<file path="src/design/vpc_pkg.sv">
/*
  constants, types and the gain table shared by the voice port codec.
  assumes a 20 MHz system clock and an 8 kHz voice sample rate.
*/
package vpc_pkg;
  localparam int NPORT = 4;
  localparam int CLK_HZ = 20_000_000;
  localparam int SAMPLE_HZ = 8_000;
  localparam int TICK_CYCLES = CLK_HZ / SAMPLE_HZ;
  localparam logic [11:0] TICK_LAST = 12'(TICK_CYCLES - 1);
  // level settings are signed counts of 0.5 dB
  localparam logic signed [5:0] LVL_MIN = -6'sd28;
  localparam logic signed [5:0] LVL_MAX = 6'sd8;
  localparam logic signed [5:0] LVL_DEFAULT = 6'sd0;
  localparam logic [6:0] STEP_MAX = 7'h7f;
  localparam logic [6:0] STEP_NOMINAL = 7'h76;
  localparam int FRAC_BITS = 3;
  localparam logic [15:0] STEP_ROUND = 16'h0004;
  localparam logic [11:0] LIN_MAX = 12'h3f8;
  localparam logic [11:0] LIN_NOMINAL = 12'h3b0;
  localparam logic [7:0] ALAW_MASK = 8'h55;
  localparam logic [7:0] MULAW_MASK = 8'h7f;
  localparam logic [7:0] IDLE_RAW = 8'h80;
  localparam logic CAS_ACTIVE = 1'b0;
  localparam logic CAS_IDLE = 1'b1;
  localparam int GAIN_FRAC = 8;
  localparam logic signed [6:0] GAIN_OFS = 7'sd36;
  localparam logic [6:0] GAIN_STEPS_6DB = 7'd12;
  localparam logic [3:0] GAIN_UNITY_OCT = 4'd3;
  // 10^(k/40) in 1/256 units, k = 0..11 half-dB steps within one 6 dB octave
  localparam logic [8:0] GAIN_TBL [12] = '{9'h100, 9'h10f, 9'h11f, 9'h130, 9'h142, 9'h155,
                                          9'h16a, 9'h17f, 9'h196, 9'h1ae, 9'h1c7, 9'h1e2};

  typedef enum logic [1:0] {VPC_LOOP_OFF, VPC_LOOP_LINE, VPC_LOOP_RADIO} vpc_loop_t;
  typedef enum logic {VPC_LAW_A, VPC_LAW_MU} vpc_law_t;

  typedef struct packed {
    logic signed [5:0] in_lvl;
    logic signed [5:0] out_lvl;
    logic e_inv;
    logic m_inv;
    vpc_loop_t loop;
  } vpc_port_cfg_t;

  typedef struct packed {
    logic pcm_on;
    logic sig_en;
  } vpc_xc_t;

  typedef struct packed {
    logic [NPORT-1:0][7:0] code;
    logic [NPORT-1:0] cas;
  } vpc_link_t;
endpackage : vpc_pkg

</file>
<file path="src/design/vpc_codec.sv">
/*
  four-port e and m voice codec: level gains, step encoding with a card-wide
  companding mask, cas mapping, loopbacks and a two-entry transmit buffer.
  assumes analogue samples arrive as signed 1/8-step linear values at any
  time (sampled on the internal 8 kHz tick) and a cross-connect with
  valid/ready handshakes on both link directions.
*/
// Contract
// RL1 - e-wire output is active for a received cas 0 and inactive for 1, swapped when inverted.
// RL2 - cas sent is 0 for an active m-wire and 1 for inactive, swapped when inverted.
// RL3 - input and output levels span -14.0 to +4.0 dBr in 0.5 dB steps, default 0 dBr.
// RL4 - the input level scales samples so a nominal input equal to it peaks at code 118.
// RL5 - the output level attenuates decoded samples by the magnitude of a negative setting.
// RL6 - one companding law, a-law by default, applies to all four ports together.
// RL7 - line-facing loopback sends customer traffic to the link and back to the customer.
// RL8 - radio-facing loopback sends link traffic to the customer and back to the link.
// RL9 - each sample is an 8-bit word of steps -127 to +127 with step 0 meaning silence.
// RL10 - a 0 dBm level encodes to peak code 118 and anything above +3.14 dBm0 clips; the code clips at step 127, about +0.64 dBm0.
// RL11 - pcm mode and signalling enable of each port come from the cross-connect.
// RL12 - after gain, magnitudes saturate at 127 instead of wrapping.
`timescale 1ns/100ps
module vpc_codec (
  input wire logic clk,
  input wire logic rst_n,
  input wire vpc_pkg::vpc_law_t law,
  input wire vpc_pkg::vpc_port_cfg_t [3:0] cfg,
  input wire vpc_pkg::vpc_xc_t [3:0] xc,
  input wire logic [3:0][11:0] adc_sample,
  input wire logic [3:0] m_wire,
  output logic [3:0][11:0] dac_sample,
  output logic [3:0] e_wire,
  input wire logic rx_valid,
  input wire vpc_pkg::vpc_link_t rx_word,
  output logic rx_ready,
  output logic tx_valid,
  output vpc_pkg::vpc_link_t tx_word,
  input wire logic tx_ready,
  output logic tx_overrun
);
  import vpc_pkg::*;

  function automatic logic signed [5:0] lvl_clamp(input logic signed [5:0] lvl);
    if (lvl < LVL_MIN) return LVL_MIN;
    if (lvl > LVL_MAX) return LVL_MAX;
    return lvl;
  endfunction : lvl_clamp

  // gain in half-dB: table covers one 6 dB octave, shifts cover the rest
  function automatic logic [15:0] gain_apply(input logic [11:0] mag,
                                             input logic signed [6:0] hdb);
    logic [6:0] idx;
    logic [3:0] oct;
    logic [3:0] rem;
    logic [23:0] prod;
    idx = 7'(hdb + GAIN_OFS);
    oct = 4'(idx / GAIN_STEPS_6DB);
    rem = 4'(idx % GAIN_STEPS_6DB);
    prod = 24'(mag) * 24'(GAIN_TBL[rem]);
    prod = prod >> GAIN_FRAC;
    if (oct >= GAIN_UNITY_OCT) prod = prod << (oct - GAIN_UNITY_OCT);
    else prod = prod >> (GAIN_UNITY_OCT - oct);
    if (prod > 24'h00ffff) return 16'hffff;
    return prod[15:0];
  endfunction : gain_apply

  function automatic logic [7:0] law_mask(input vpc_law_t l);
    return (l == VPC_LAW_MU) ? MULAW_MASK : ALAW_MASK;
  endfunction : law_mask

  // decode a line code to a linear sample after the output level gain
  function automatic logic [11:0] decode(input logic [7:0] code, input vpc_law_t l,
                                         input logic signed [5:0] out_lvl);
    logic [7:0] raw;
    logic [15:0] lin;
    raw = code ^ law_mask(l);
    lin = gain_apply({2'b00, raw[6:0], 3'b000}, 7'(lvl_clamp(out_lvl))); // see RL5
    if (lin > 16'(LIN_MAX)) lin = 16'(LIN_MAX); // see RL12
    return raw[7] ? lin[11:0] : 12'(-lin[11:0]);
  endfunction : decode

  logic [11:0] tick_cnt;
  logic [11:0] next_tick_cnt;
  logic tick;
  vpc_link_t rx_hold;
  vpc_link_t next_rx_hold;
  vpc_link_t spare;
  vpc_link_t next_spare;
  vpc_link_t next_tx_word;
  vpc_link_t in_word;
  logic spare_valid;
  logic next_spare_valid;
  logic next_tx_valid;
  logic next_rx_ready;
  logic next_tx_overrun;
  logic rx_take;
  logic pop;
  logic push;
  logic in_ready;
  logic [6:0] enc_step [4];
  logic [7:0] enc_code [4];
  logic signed [6:0] in_hdb [4];

  assign tick = (tick_cnt == TICK_LAST);
  assign rx_take = rx_valid && rx_ready;
  assign pop = tx_valid && tx_ready;
  // the spare slot being busy is what stalls new frames
  assign in_ready = !spare_valid;
  assign push = tick && in_ready;

  for (genvar p = 0; p < NPORT; p++) begin : g_port
    logic neg;
    logic [11:0] amag;
    logic [15:0] gained;
    logic [15:0] rounded;
    logic [11:0] next_dac;
    logic next_e;

    assign neg = adc_sample[p][11];
    assign amag = neg ? 12'(-adc_sample[p]) : adc_sample[p];
    assign in_hdb[p] = 7'sd0 - 7'(lvl_clamp(cfg[p].in_lvl)); // see RL3
    assign gained = gain_apply(amag, in_hdb[p]); // see RL4
    assign rounded = (gained + STEP_ROUND) >> FRAC_BITS;
    assign enc_step[p] = (rounded > 16'(STEP_MAX)) ? STEP_MAX : rounded[6:0]; // see RL10
    // zero step always carries the positive sign so silence has one code
    assign enc_code[p] = {!(neg && enc_step[p] != 7'h00), enc_step[p]}
                         ^ law_mask(law); // see RL6, RL9

    assign in_word.code[p] = !xc[p].pcm_on ? (IDLE_RAW ^ law_mask(law)) // see RL11
                           : (cfg[p].loop == VPC_LOOP_RADIO) ? rx_hold.code[p] // see RL8
                           : enc_code[p];
    assign in_word.cas[p] = !xc[p].sig_en ? CAS_IDLE
                          : ((m_wire[p] ? CAS_ACTIVE : CAS_IDLE) ^ cfg[p].m_inv); // see RL2

    always_comb begin
      next_dac = dac_sample[p];
      if (!xc[p].pcm_on) begin
        next_dac = 12'h000; // see RL11
      end else if (cfg[p].loop == VPC_LOOP_LINE) begin
        if (tick) next_dac = decode(enc_code[p], law, cfg[p].out_lvl); // see RL7
      end else if (rx_take) begin
        next_dac = decode(rx_word.code[p], law, cfg[p].out_lvl); // see RL8
      end
      next_e = xc[p].sig_en && ((rx_hold.cas[p] == CAS_ACTIVE) ^ cfg[p].e_inv); // see RL1
    end

    always_ff @(posedge clk) begin
      if (!rst_n) begin
        dac_sample[p] <= 12'h000;
        e_wire[p] <= 1'b0;
      end else begin
        dac_sample[p] <= next_dac;
        e_wire[p] <= next_e;
      end
    end

  end

  // single divider for the 8 kHz frame; a stalled frame is dropped and flagged
  always_comb begin
    next_tick_cnt = tick ? 12'h000 : tick_cnt + 12'h001;
    next_rx_hold = rx_take ? rx_word : rx_hold;
    next_rx_ready = 1'b1;
    next_tx_overrun = tick && !in_ready;
    next_tx_word = tx_word;
    next_tx_valid = tx_valid;
    next_spare = spare;
    next_spare_valid = spare_valid;
    if (!tx_valid || pop) begin
      if (spare_valid) begin
        next_tx_word = spare;
        next_tx_valid = 1'b1;
        next_spare = in_word;
        next_spare_valid = push;
      end else begin
        next_tx_word = in_word;
        next_tx_valid = push;
      end
    end else if (push) begin
      next_spare = in_word;
      next_spare_valid = 1'b1;
    end
  end

  always_ff @(posedge clk) begin
    if (!rst_n) begin
      tick_cnt <= 12'h000;
      rx_hold <= '1;
      rx_ready <= 1'b0;
      tx_overrun <= 1'b0;
      tx_word <= '0;
      tx_valid <= 1'b0;
      spare <= '0;
      spare_valid <= 1'b0;
    end else begin
      tick_cnt <= next_tick_cnt;
      rx_hold <= next_rx_hold;
      rx_ready <= next_rx_ready;
      tx_overrun <= next_tx_overrun;
      tx_word <= next_tx_word;
      tx_valid <= next_tx_valid;
      spare <= next_spare;
      spare_valid <= next_spare_valid;
    end
  end
endmodule : vpc_codec

</file>
<file path="config.mk">
export PLATFORM = sky130hd
export DESIGN_NAME = vpc_codec
export DESIGN_NICKNAME = d
export VERILOG_FILES = /design/src/design/vpc_pkg.sv /design/src/design/vpc_codec.sv
export SDC_FILE = /design/constraint.sdc
export NUM_CORES = 2
export LEC_CHECK = 0
export BUFFER_PORTS_ARGS = -buffer_cell sky130_fd_sc_hd__buf_2
export CAP_MARGIN = 20
export CORE_UTILIZATION = 53
export DETAILED_ROUTE_END_ITERATION = 10
export PLACE_DENSITY = 0.75
export SYNTH_ARGS = -nofsm -noshare
export SYNTH_HDL_FRONTEND = slang
export SYNTH_SLANG_ARGS = --single-unit
</file>
<file path="constraint.sdc">
create_clock -name clk -period 29.4 [get_ports clk]
set_clock_uncertainty 0.05 [all_clocks]
set_input_delay 1.47 -clock clk [delete_from_list [all_inputs] [get_ports clk]]
set_output_delay 1.47 -clock clk [all_outputs]
set_load 0.02 [all_outputs]
</file>
==> reports/results.txt <==
Num CTS Buffers: 17
Synth top area share: 0.166
DR pass1 iterations: 8
Final global-route overflow total: 0
Fin crit share: 0.819
I/O pin count: 256
Final wirelength: 226 mm
Antenna-violating nets left: 0
Area delta synth->final: 4.67%
CP startpoint: cfg[30]
Clock latency reported for the late side of the worst-skew pair: 0.52 ns
Distinct cells, synth: 112
Largest family of logic cells by synthesized area: compound AO/OA/AOI/OAI gates
Most common cell after layout, fill and taps aside: nand2_1
Die area: 125000 µm²
FMAX: 41.5 MHz
Fin area: 68700 µm²
DP Wirelength: 179 mm
Mux cell area share after synthesis: 0.0256
Final Hold Viols: 0
First-pass GRT wire length: 366 mm
Postcts setup bufs: 0
Die width: 354 µm
Setup TNS: 0 ns
Via count: 72100
Reg2reg start: tick_cnt[0]
# resized after CTS: 0
Largest net degree at the start of global routing: 71
PortBufs: 255
Vias per inst: 6.59
Post-DP Area: 68100 µm²
Relative slew slack: 0.154
Synth Area in XOR/XNOR: 0.0300
Worst-path cell with the longest stage delay: a21oi_1
Setup CP Type: in2reg
Post-synth EDFFs: 0
Layout cells sized above 1: 0.0685
Clk root buf: clkbuf_16
CTS Hold Bufs: 0
CP max stage delay: 0.82 ns
Hold Crit Class: reg2reg
1st-iter DRT viols: 8492
Placer Congestion: 1.02
Max Cap Viol: 0
Routed WL per cell: 20.7 µm
Worst setup EP type: flip-flop
Initial core utilization: 0.536
Core area: 122000 µm²
Complex-gate fraction of the synthesized area: 0.278
Clock sinks: 176
Synth area leader: fa_1
Total GRT Usage: 0.352
Most used DFF post-synth: dfxtp_1
Max-slew violations: 0
Worst-path clk slew: 0.08 ns
Share of synthesized registers carrying an async set or reset: 0
Synth top area cells: fa_1 17%, ha_1 9.7%, nand2_1 6.4%
Simple-gate share of the synthesized area: 0.268
TritonCTS clock tree: built
Most used cell, CP: inv_1
Crit Path Max Fanout: 22
Worst EP arrival: 24.45 ns
Worst Setup Start Kind: primary input
Most frequent cells in the layout: 1125 x nand2_1, 1069 x nor2_1, 871 x inv_1
Ys Warns: 0
Actual slew at the worst max-slew pin: 1.26 ns
Vias in the first global route: 68800
Post-layout net count: 10500
DR DRC count: 0
Initial antenna violation count: 16
Mapped Cells: 9388
Status: finished, final reports clean
Setup violators final: 0
Syn Area/Cell: 6.99 µm²
Row count: 128
Post-synthesis sequential area ratio: 0.0537
Adder-Cell Fraction of Synth Area: 0.263
Chip height: 354 µm
Cell Area, Synth: 65600 µm²
Min-delay src: tick_cnt[0]
RSZ-0062 raised after global routing: false
Hold WS: 0.414 ns
Clock Path Buffers: 2
CTS H-tree depth: 4
#FFs+latches synth: 176
Min Tclk post-route: 24.08 ns
Filler cell count: 11900
CP required: 29.76 ns
## path summary, 6_finish.rpt
check | endpoint | slack [ns] | cells past startpoint
setup / recovery | dac_sample[22] | 5.32 | 82
setup reg to reg | dac_sample[4] | 25.84 | 7
hold reg to reg | tick_cnt[0] | 0.41 | 1
hold / removal | tick_cnt[0] | 0.41 | 1
## worst max-delay path, delay by kind of cell
kind,cells,cell delay (ns)
adders and majority gates,14,6.17
buffers and inverters,15,1.66
AOI/OAI and AO/OA,30,8.13
and+or+nand+nor,23,6.95
## through the flow
step | utilization | cells | setup slack (ns)
after floorplan | - | 9391 | 8.63
after global placement | 0.556 | 10900 | 5.82
after detailed placement | 0.556 | 10900 | 5.17
after CTS | 0.561 | 10900 | 5.75
after global routing | 0.561 | 10900 | 3.74
final | 0.561 | 10900 | 5.32
## layout make-up
cell class,instances,area (µm²),area share
Antenna cell,13,32.5,0.000474
Clock buffer,18,429,0.00625
Clock inverter,14,141,0.00206
Inverter,891,3340,0.0487
Multi-Input combinational cell,7814,56900,0.829
Sequential cell,176,3530,0.0514
Tap cell,1625,2030,0.0296
Timing Repair Buffer,383,2240,0.0326
## cell usage after synthesis (43+ instances only)
| cell type | number |
|---|---|
| o221ai_1 | 52 |
| nor2_1 | 1070 |
| o21a_1 | 76 |
| nand4_1 | 97 |
| o22ai_1 | 60 |
| xor2_1 | 94 |
| nand2b_1 | 145 |
| nand3_1 | 318 |
| a21boi_0 | 50 |
| mux2i_1 | 123 |
| o31ai_1 | 75 |
| o211a_1 | 67 |
| a211o_1 | 58 |
| a221oi_1 | 43 |
| or3_1 | 88 |
| nand2_1 | 1126 |
| nor2b_1 | 101 |
| dfxtp_1 | 176 |
| xnor2_1 | 126 |
| a31oi_1 | 121 |
| a211oi_1 | 132 |
| nor4_1 | 58 |
| ha_1 | 509 |
| inv_1 | 871 |
| and3_1 | 90 |
| or2_2 | 76 |
| a21o_1 | 124 |
| fa_1 | 544 |
| o211ai_1 | 165 |
| o21ai_0 | 494 |
| and2_1 | 151 |
| clkbuf_1 | 450 |
| a21oi_1 | 492 |
| nor3_1 | 243 |
| a22oi_1 | 54 |
## state kept, by name, indices dropped and copies added (netlist names)
register,count
spare,36
e_wire,4
spare_valid,1
tx_valid,1
rx_ready,1
rx_hold,36
tx_word,36
tx_overrun,1
dac_sample,48
tick_cnt,12
## logic make-up (layout without fill, tap and decap cells)
family,after synthesis,count (layout)
xor+xnor,222,222
fa+ha+maj,1056,1056
buf+inv,1401,1306
compound gates,2633,2633
mux,162,162
simple gates,3737,3737
other cells,1,17
flops,176,176
## routing by layer
layer  vias to the layer above  global-route usage  wire length, µm
li1                      33200                   -                -
met2                      3714               0.578           104000
met5                         -                   0               29
met1                     34500               0.457            91800
met4                         6               0.150            10100
met3                       660              0.0549            20600
Power is left out: the tool's default activity adds up to more than one toggle a clock period on the data nets, which glitch-free logic cannot reach.
